[config.mk]
export PLATFORM = sky130hd
export DESIGN_NAME = bpsr_regs
export DESIGN_NICKNAME = d
export VERILOG_FILES = /design/src/core/bpsr_pkg.sv /design/src/core/bpsr_reg_cell.sv /design/src/core/bpsr_regs.sv
export SDC_FILE = /design/constraint.sdc
export NUM_CORES = 1
export LEC_CHECK = 0
export BUFFER_PORTS_ARGS = -buffer_cell sky130_fd_sc_hd__buf_2
export CAP_MARGIN = 20
export CORE_UTILIZATION = 47
export CTS_CLUSTER_DIAMETER = 150
export DETAILED_ROUTE_END_ITERATION = 6
export PLACE_DENSITY = 0.66
export SKIP_LAST_GASP = 1
export SYNTH_ARGS = -nofsm -noshare
export SYNTH_HDL_FRONTEND = slang
export SYNTH_SLANG_ARGS = --single-unit
[constraint.sdc]
create_clock -name ref_clk_i -period 3.9 [get_ports ref_clk_i]
set_input_delay 0.78 -clock ref_clk_i [delete_from_list [all_inputs] [get_ports ref_clk_i]]
set_output_delay 0.78 -clock ref_clk_i [all_outputs]
set_load 0.05 [all_outputs]
[src/core/bpsr_pkg.sv]
// package: constants and types for the buck pair set-point register bank
// Function
// - range bit 0 decodes step field as low range up to code 0111111, 1.9750 V.
// - range bit 1 decodes high range to 3.3000 V at 1110010; 1110011 up reserved.
// - normal set points at 0x3C for A and 0x43 for B.
// - standby set points at 0x3D for A and 0x44 for B.
// - sleep set points at 0x3E for A and 0x45 for B.
// - switching-mode selectors at 0x3F for A and 0x46 for B.
// - configuration registers at 0x40 for A and 0x47 for B.
// - normal set point bits 5:0 read/write, reset 0x00.
// - bit 6 is read-only range, set only by one-time or test-mode configuration.
// - initial normal range bit copied into standby and sleep range bits.
`default_nettype none
package bpsr_pkg;
  localparam logic [7:0] BPSR_ADDR_A_NORMAL = 8'h3C;
  localparam logic [7:0] BPSR_ADDR_A_STANDBY = 8'h3D;
  localparam logic [7:0] BPSR_ADDR_A_SLEEP = 8'h3E;
  localparam logic [7:0] BPSR_ADDR_A_MODE = 8'h3F;
  localparam logic [7:0] BPSR_ADDR_A_CONFIG = 8'h40;
  localparam logic [7:0] BPSR_ADDR_B_NORMAL = 8'h43;
  localparam logic [7:0] BPSR_ADDR_B_STANDBY = 8'h44;
  localparam logic [7:0] BPSR_ADDR_B_SLEEP = 8'h45;
  localparam logic [7:0] BPSR_ADDR_B_MODE = 8'h46;
  localparam logic [7:0] BPSR_ADDR_B_CONFIG = 8'h47;
  localparam int BPSR_NUM_REGS = 10;
  localparam int BPSR_IDX_W = 4;
  localparam logic [5:0] BPSR_STEP_RESET = 6'h00;
  localparam logic [7:0] BPSR_REG_RESET = 8'h00;
  localparam logic [7:0] BPSR_SETPOINT_WMASK = 8'h3F;
  localparam logic [7:0] BPSR_FULL_WMASK = 8'hFF;
  localparam int BPSR_RANGE_BIT = 6;
  localparam logic [5:0] BPSR_HIGH_LAST_STEP = 6'h32;
  localparam logic [12:0] BPSR_LOW_BASE_MV = 13'h0190;
  localparam logic [12:0] BPSR_HIGH_BASE_MV = 13'h0320;
  localparam logic [12:0] BPSR_LOW_STEP_MV = 13'h0019;
  localparam logic [12:0] BPSR_HIGH_STEP_MV = 13'h0032;

  typedef struct packed {
    logic wr;
    logic rd;
    logic [7:0] addr;
    logic [7:0] wdata;
  } bpsr_req_t;

  typedef struct packed {
    logic valid;
    logic [12:0] millivolts;
  } bpsr_level_t;
endpackage : bpsr_pkg
`default_nettype wire

[src/core/bpsr_reg_cell.sv]
// one 8-bit register with a write mask and a read-only range bit
`timescale 1ns/1ps
`default_nettype none
module bpsr_reg_cell #(
  parameter logic [7:0] WMASK = 8'hFF,
  parameter bit HAS_RANGE = 1'b0
) (
  input wire logic ref_clk_i,
  input wire logic rst_n_i,
  input wire logic we_i,
  input wire logic [7:0] wdata_i,
  input wire logic range_load_i,
  input wire logic range_i,
  output logic [7:0] q_o
);
  logic [7:0] q_reg;
  logic [7:0] q_next;

  always_comb
  begin
    q_next = q_reg;
    if (we_i)
    begin
      q_next = (q_reg & ~WMASK) | (wdata_i & WMASK);
    end
    if (HAS_RANGE && range_load_i)
    begin
      q_next[bpsr_pkg::BPSR_RANGE_BIT] = range_i;
    end
    if (!HAS_RANGE)
    begin
      q_next[bpsr_pkg::BPSR_RANGE_BIT] = q_next[bpsr_pkg::BPSR_RANGE_BIT] & WMASK[bpsr_pkg::BPSR_RANGE_BIT];
    end
  end

  always_ff @(posedge ref_clk_i)
  begin
    if (!rst_n_i)
    begin
      q_reg <= bpsr_pkg::BPSR_REG_RESET;
    end
    else
    begin
      q_reg <= q_next;
    end
  end

  assign q_o = q_reg;
endmodule : bpsr_reg_cell
`default_nettype wire

[src/core/bpsr_regs.sv]
// register bank for one pair of buck channels, with set-point decoding
`timescale 1ns/1ps
`default_nettype none
module bpsr_regs (
  input wire logic ref_clk_i,
  input wire logic rst_n_i,
  input wire bpsr_pkg::bpsr_req_t req_i,
  input wire logic [1:0] otp_range_i,
  input wire logic otp_load_i,
  output logic [7:0] rdata_o,
  output logic rvalid_o,
  output logic [7:0] chan_a_mode_o,
  output logic [7:0] chan_a_config_o,
  output logic [7:0] chan_b_mode_o,
  output logic [7:0] chan_b_config_o,
  output bpsr_pkg::bpsr_level_t [5:0] level_o
);
  // index order: A normal, standby, sleep, mode, config, then B the same
  localparam logic [7:0] ADDRS [bpsr_pkg::BPSR_NUM_REGS] = '{
    bpsr_pkg::BPSR_ADDR_A_NORMAL, bpsr_pkg::BPSR_ADDR_A_STANDBY, bpsr_pkg::BPSR_ADDR_A_SLEEP,
    bpsr_pkg::BPSR_ADDR_A_MODE, bpsr_pkg::BPSR_ADDR_A_CONFIG,
    bpsr_pkg::BPSR_ADDR_B_NORMAL, bpsr_pkg::BPSR_ADDR_B_STANDBY, bpsr_pkg::BPSR_ADDR_B_SLEEP,
    bpsr_pkg::BPSR_ADDR_B_MODE, bpsr_pkg::BPSR_ADDR_B_CONFIG};

  logic [7:0] q [bpsr_pkg::BPSR_NUM_REGS];
  logic [bpsr_pkg::BPSR_NUM_REGS-1:0] hit;
  logic [7:0] rdata_reg;
  logic [7:0] rdata_next;
  logic rvalid_reg;
  logic rvalid_next;
  bpsr_pkg::bpsr_level_t [5:0] level_reg;
  bpsr_pkg::bpsr_level_t [5:0] level_next;
  logic [7:0] out_reg [4];
  logic [7:0] out_next [4];

  genvar g;
  generate
    for (g = 0; g < bpsr_pkg::BPSR_NUM_REGS; g++)
    begin : g_cell
      localparam bit IS_SP = ((g % 5) < 3);
      assign hit[g] = (req_i.addr == ADDRS[g]);
      bpsr_reg_cell #(
        .WMASK(IS_SP ? bpsr_pkg::BPSR_SETPOINT_WMASK : bpsr_pkg::BPSR_FULL_WMASK),
        .HAS_RANGE(IS_SP)
      ) u_cell (
        .ref_clk_i(ref_clk_i),
        .rst_n_i(rst_n_i),
        .we_i(req_i.wr && hit[g]),
        .wdata_i(req_i.wdata),
        .range_load_i(otp_load_i),
        .range_i(otp_range_i[g / 5]),
        .q_o(q[g])
      );
    end
  endgenerate

  // decode of a 7-bit code; reserved high codes report invalid
  function automatic bpsr_pkg::bpsr_level_t decode(input logic [7:0] code);
    bpsr_pkg::bpsr_level_t r;
    r.valid = 1'b1;
    if (code[bpsr_pkg::BPSR_RANGE_BIT])
    begin
      r.millivolts = 13'(bpsr_pkg::BPSR_HIGH_BASE_MV + 13'(code[5:0]) * bpsr_pkg::BPSR_HIGH_STEP_MV);
      if (code[5:0] > bpsr_pkg::BPSR_HIGH_LAST_STEP)
      begin
        r.valid = 1'b0;
        r.millivolts = 13'h0000;
      end
    end
    else
    begin
      r.millivolts = 13'(bpsr_pkg::BPSR_LOW_BASE_MV + 13'(code[5:0]) * bpsr_pkg::BPSR_LOW_STEP_MV);
    end
    return r;
  endfunction : decode

  always_comb
  begin
    rdata_next = 8'h00; // unmapped reads return zero
    for (int i = 0; i < bpsr_pkg::BPSR_NUM_REGS; i++)
    begin
      if (hit[i])
      begin
        rdata_next = q[i];
      end
    end
    rdata_next[7] = rdata_next[7] & ~(|(hit & 10'h0E7));
    rvalid_next = req_i.rd;
    for (int i = 0; i < 6; i++)
    begin
      level_next[i] = decode(q[(i / 3) * 5 + (i % 3)]);
    end
    out_next[0] = q[3];
    out_next[1] = q[4];
    out_next[2] = q[8];
    out_next[3] = q[9];
  end

  // registered outputs so the analogue side never sees decode glitches
  always_ff @(posedge ref_clk_i)
  begin
    if (!rst_n_i)
    begin
      rdata_reg <= 8'h00;
      rvalid_reg <= 1'b0;
      level_reg <= '0;
      for (int i = 0; i < 4; i++)
      begin
        out_reg[i] <= 8'h00;
      end
    end
    else
    begin
      rdata_reg <= rdata_next;
      rvalid_reg <= rvalid_next;
      level_reg <= level_next;
      for (int i = 0; i < 4; i++)
      begin
        out_reg[i] <= out_next[i];
      end
    end
  end

  assign rdata_o = rdata_reg;
  assign rvalid_o = rvalid_reg;
  assign level_o = level_reg;
  assign chan_a_mode_o = out_reg[0];
  assign chan_a_config_o = out_reg[1];
  assign chan_b_mode_o = out_reg[2];
  assign chan_b_config_o = out_reg[3];
endmodule : bpsr_regs
`default_nettype wire

==> impl_metrics.toml, run 1 <==
[worst_setup_path]
critical_path.most_common_cell = "ha_1"
cp_slowest_cell = "nor4b_1"
crit_type = "register to register"
r2r_cells = 12
cp-end-kind = "register"
crit_cells = 12
r2r_slack_ps = 330
start_kind = "register"
path_cells = "inv_1 > ha_1 > ha_1 > ha_1 > fa_1 > ha_1 > nand2_1 > a21oi_1 > nor4b_1 > nand2b_1 > and3_1 > o32ai_1"
critPathTopFamily = "adder cells"
crit_fanout = 6
critPathMaxStageDelay_ps = 590
cp.required_ps = 4250
r2r_start = "g_cell[6].u_cell.q_o[1]$_SDFFE_PN0P_"
crit_buf_inv = 1
arrival_ps = 3920
rr_endpoint = "level_o[67]$_SDFF_PN0_"

[place]
place_hpwl_um = 25700
dp_cells = 1901
place.port_buffers = 147
gp_congestion = 0.897
dp_slack_ps = 414

[timing]
fmax_ghz = 0.280
hold_viol = 0
rsz0062_at_grt = "no"
holdWs_ps = 497
fin_setup_tns_ps = 0
worst_slew_pin_slew_ps = 821
finalSetupViolations = 0
post-route-period-util = 0.916
relSlewSlack = 0.452
final-max-slew-violation-count = 0
layout_setup_ws_ps = 327
fin_crit_ps = 3570
clock_skew_ps = 13.2

[clock_network]
cts-hold-fix-buffers = 0
postCtsSetupRepairBufs = 0
ctsRootBufferMaster = "clkbuf_16"
htree_levels = 4
cts_buffers = 17
clock_latency_ps = 460
clk_pin_slew_ps = 80
ctsResizeCount = 0
cts_tree = "yes"
clock_path_buffers = 2
clock-sinks = 199

[cells_and_area]
syn_to_final_growth_pct = 12.8
largest_reg_flops = 84
multi_input_area_um2 = 8880
instances_no_fill = 1934
regArea_um2 = 3980
drive_gt1_frac = 0.141
utilization = 0.543
nNetsFinal = 1861
nFillCells = 2560

[synth]
synth-seq-area-share = 0.297
synth_cell_types = 64
synth_cells = 1407
ys_ff_latch = 199
synth_edf_count = 0
ys.flop_type = "dfxtp_1"
synth_fp_nets = 1726
syn_area_um2 = 13400
synth_area_per_cell_um2 = 9.55
ys_warn_count = 0
async_reset_ff_frac = 0

[global_route]
grt_use_met2 = 0.390
grt_max_degree = 54
grt_pass1_wl_um = 53800
grt_usage = 0.237
antenna_found_initial = 3
use_met3 = 0.0409
grt_pass1_vias = 10300
busiest_layer = "met2"
gr-total-overflow = 0
grt_use_met1 = 0.314

[die]
die_width_um = 171
dieArea_um2 = 29300
io_pins = 148
num_rows = 61
coreArea_um2 = 27900
die_h_um = 171
start_util = 0.481

[detailed_routing]
first_pass_iters = 5
routed_wl_um = 33500
drc = 0
wl_per_cell_um = 17.3
drtAntennaViolNets = 0
dr_total_vias = 10600
viasPerCell = 5.46
drt_iter0_drc = 753

[hold_path]
hold_start = "g_cell[8].u_cell.q_o[0]$_SDFFE_PN0P_"
worstHoldPathCells = 1
min_to = "out_reg[2][0]$_SDFF_PN0_"
holdCritPathClass = "register to register"

[power_and_ir_drop]
p_per_area_nw_per_um2 = 274
ir_worst_vdd_mv = 0.277
leakagePower_nw = 8.06

[run]
drv_cap = 0

[run_status]
outcome = "finished, final reports clean"
how the worst max path moves through the flow:
stage	from	end	slack, ps
after CTS	g_cell[6].u_cell.q_o[1]$_SDFFE_PN0P_	level_o[67]$_SDFF_PN0_	400
after detailed placement	g_cell[6].u_cell.q_o[1]$_SDFFE_PN0P_	level_o[67]$_SDFF_PN0_	410
final	g_cell[6].u_cell.q_o[1]$_SDFFE_PN0P_	level_o[67]$_SDFF_PN0_	330
after floorplan	g_cell[0].u_cell.q_o[4]$_SDFFE_PN0P_	level_o[11]$_SDFF_PN0_	710
after global routing	g_cell[6].u_cell.q_o[1]$_SDFFE_PN0P_	level_o[67]$_SDFF_PN0_	190
after global placement	g_cell[2].u_cell.q_o[1]$_SDFFE_PN0P_	level_o[39]$_SDFF_PN0_	560
layer usage:
| metal | share of wire | wire [µm] |
|---|---|---|
| met5 | 0.00075 | 25 |
| met4 | 0.023 | 778 |
| met3 | 0.046 | 1550 |
| met2 | 0.46 | 15300 |
| met1 | 0.47 | 15900 |
metrics by stage:
step / instance area [µm²] / power [W]
3_3_place_gp: 14600 / 0.00241
2_1_floorplan: 13400 / 0.00232
4_1_cts: 15200 / 0.00418
5_1_grt: 15200 / 0.00428
3_5_place_dp: 14600 / 0.00241
6_report: 15200 / 0.00415
worst reg2reg max path, cell delays in order (launching register included):
cell      delay (ps)
dfxtp_1          450
inv_1            150
ha_1             320
ha_1             280
ha_1             240
fa_1             460
ha_1             250
nand2_1           70
a21oi_1           60
nor4b_1          590
nand2b_1         140
and3_1           170
o32ai_1          280
where the power goes:
part | total (W) | switching, W | internal (W)
Clock | 0.00179 | 0.000874 | 0.000912
Sequential | 0.00207 | 0.0000172 | 0.00206
Combinational | 0.000286 | 0.000216 | 0.0000700
Total | 0.00415 | 0.00111 | 0.00304
final cells by class:
class | count | area share
multi-input cells | 1065 | 0.586
inverters | 92 | 0.0228
diodes | 1 | 0.000165
clock buffers | 18 | 0.0283
well taps | 378 | 0.0312
clock inverters | 14 | 0.0102
flip-flops and latches | 199 | 0.263
repair buffers | 167 | 0.0584
cell usage in the layout (no fill, tap or decap), types with 3 or more instances in the layout:
| cell type | count |
|---|---|
| a31oi_1 | 14 |
| nor2b_1 | 4 |
| o21bai_1 | 10 |
| nand2b_1 | 21 |
| or3_1 | 3 |
| dfxtp_1 | 199 |
| o211ai_1 | 3 |
| o22ai_1 | 36 |
| nor2_1 | 124 |
| nor3_1 | 19 |
| a22o_1 | 13 |
| and3_1 | 20 |
| xnor2_1 | 49 |
| buf_2 | 147 |
| inv_6 | 6 |
| mux4_2 | 7 |
| o32ai_1 | 4 |
| nand3_1 | 17 |
| a211oi_1 | 14 |
| fa_1 | 21 |
| clkbuf_16 | 17 |
| o21ai_0 | 52 |
| a221oi_1 | 5 |
| a21o_1 | 31 |
| inv_8 | 3 |
| ha_1 | 275 |
| and2_1 | 35 |
| nand2_1 | 63 |
| xor2_1 | 37 |
| nand3b_1 | 4 |
| o221ai_1 | 4 |
| nor4b_1 | 3 |
| inv_1 | 91 |
| mux2i_1 | 74 |
| buf_4 | 20 |
| a21oi_1 | 63 |
cells in the mapped netlist (20+ instances only):
library cell	instances	area [µm²]
o21ai_0	52	260
nor2_1	124	465
ha_1	275	3440
inv_1	91	342
o22ai_1	36	225
dfxtp_1	199	3980
nand2b_1	21	131
and3_1	20	125
xor2_1	37	324
nand2_1	63	236
fa_1	21	420
xnor2_1	49	429
mux2i_1	74	741
a21oi_1	63	315
and2_1	35	219
clkbuf_1	38	143
a21o_1	31	233
cells by family (layout without fill, tap and decap cells):
family                   after synthesis  count (layout)  share of synthesized area
AND/OR/NAND/NOR                      338             338                      0.125
adder cells (fa/ha/maj)              296             296                      0.287
AO/OA/AOI/OAI                        264             264                      0.126
flip-flops                           199             199                      0.297
buffers and inverters                143             291                     0.0422
XOR/XNOR                              86              86                     0.0561
multiplexers                          81              81                     0.0669
other                                  0               1                          0
No activity file was read; power rests on OpenSTA's default activity.
==> inputs of run 2 (changes only) <==
==> constraint.sdc (replaced) <==
create_clock -name ref_clk_i -period 3.3 [get_ports ref_clk_i]
set_input_delay 0.66 -clock ref_clk_i [delete_from_list [all_inputs] [get_ports ref_clk_i]]
set_output_delay 0.66 -clock ref_clk_i [all_outputs]
set_load 0.05 [all_outputs]
==> run 2 against run 1 <==
Clock power up 16%. Utilization grew 1.6 points. Worst hold slack got worse by 80 ps. Critical path type unchanged. Highest routed layer unchanged.
==> impl_metrics.toml, run 2 (synthesis gave the netlist of run 1 again) <==
[clock_network]
htree_levels = 4
cts_buffers = 17
cts_tree = "yes"
ctsRootBufferMaster = "clkbuf_16"
clock_latency_ps = 450
cts-hold-fix-buffers = 0
clock_path_buffers = 2
clk_pin_slew_ps = 80
clock-sinks = 199

[global_route]
grt_usage = 0.238
grt_max_degree = 54
grt_pass1_vias = 10500
antenna_found_initial = 3
gr-total-overflow = 0
grt_pass1_wl_um = 54200

[power_and_ir_drop]
leakagePower_nw = 8.27
p_per_area_nw_per_um2 = 312
ir_worst_vdd_mv = 0.334

[place]
dp_cells = 1937
postPlaceCellArea_um2 = 14900
dp_slack_ps = -20.7
gp_congestion = 0.881
place_hpwl_um = 26100
place.port_buffers = 147

[die]
start_util = 0.481
dieArea_um2 = 29300
num_rows = 61
die_width_um = 171
coreArea_um2 = 27900
io_pins = 148
die_h_um = 171

[cells_and_area]
syn_to_final_growth_pct = 16.2
largest_reg_flops = 84
final_design_area_no_fill_um2 = 15600
drive_gt1_frac = 0.180
final_cell_mix = "272 x ha_1, 194 x dfxtp_1, 147 x buf_2, 124 x nor2_1, 91 x inv_1"
instances_no_fill = 1971
final_common_cell = "ha_1"
nNetsFinal = 1898

[worst_setup_path]
cp_slowest_cell = "fa_1"
crit_type = "register to register"
start_kind = "register"
path_cells = "ha_1 > ha_1 > ha_1 > fa_1 > a211oi_1 > nor2_1 > xor2_2 > o21ai_0 > xnor2_1 > o22ai_1"
crit_buf_inv = 0
crit_cells = 10
cp-end-kind = "register"
arrival_ps = 3510
crit_fanout = 4
critical_path.most_common_cell = "ha_1"
critPathMaxStageDelay_ps = 470
critPathTopFamily = "adder cells"
r2r_cells = 10
cp.required_ps = 3610

[timing]
fmax_ghz = 0.313
post-route-period-util = 0.970
final-max-slew-violation-count = 0
clock_skew_ps = 12.1
hold_viol = 0
fin_crit_ps = 3200
finalSetupViolations = 0
rsz0062_at_grt = "yes"
relSlewSlack = 0.549
layout_setup_ws_ps = 101
worst_slew_pin_slew_ps = 673

[run]
drv_cap = 0

[detailed_routing]
routed_wl_um = 33700
dr_total_vias = 10600
first_pass_iters = 6
viasPerCell = 5.38
drt_iter0_drc = 780
drc = 0
drtAntennaViolNets = 0
wl_per_cell_um = 17.1

[hold_path]
worstHoldPathCells = 2
holdCritPathClass = "input port to register"

[run_status]
outcome = "finished, final reports clean"
run 2: what timing repair did:
| action | 4_1_cts | 5_1_grt |
|---|---|---|
| resized for setup | 2 | 29 |
| pin swaps | 0 | 4 |
| buffers inserted | 0 | 1 |
| endpoints found under the setup margin | 2 | 17 |
run 2: metrics by stage:
step	hold WS (ps)	power [W]	TNS, ps	utilization
after global routing	406	0.00506	-149	0.559
after CTS	399	0.00491	0	0.554
after detailed placement	474	0.00285	-22.6	0.532
after global placement	474	0.00285	0	0.532
final	417	0.00488	0	0.559
after floorplan	443	0.00274	0	-
run 2: path summary, 6_finish.rpt:
path                                                      startpoint                  endpoint  slack [ps]
worst max-delay path            g_cell[1].u_cell.q_o[2]$_SDFFE_PN0P_    level_o[25]$_SDFF_PN0_         100
worst min-delay path                                       req_i[16]       rvalid_o$_SDFF_PN0_         420
worst max register to register  g_cell[1].u_cell.q_o[2]$_SDFFE_PN0P_    level_o[25]$_SDFF_PN0_         100
worst min register to register  g_cell[4].u_cell.q_o[6]$_SDFFE_PN0P_  out_reg[1][6]$_SDFF_PN0_         490
run 2: report_power, final:
group / internal [W] / switching [W]
clock: 0.00103 / 0.00105
combinational: 0.0000864 / 0.000257
sequential: 0.00243 / 0.0000186
total: 0.00355 / 0.00132
run 2: final cells by class:
class / instances / area [µm²]
diodes: 1 / 2.50
clock buffers: 18 / 439
clock inverters: 14 / 148
fillers: 2518 / 12300
inverters: 92 / 345
multi-input cells: 1065 / 9020
flip-flops and latches: 199 / 3990
well taps: 378 / 473
repair buffers: 204 / 1190
run 2: routing by layer:
layer | wire [µm] | vias up | GRT usage
li1 | - | 5275 | -
met1 | 15500 | 5018 | 0.316
met2 | 15900 | 265 | 0.398
met3 | 1900 | 34 | 0.0412
met4 | 439 | 4 | 0.0586
met5 | 25 | - | 0
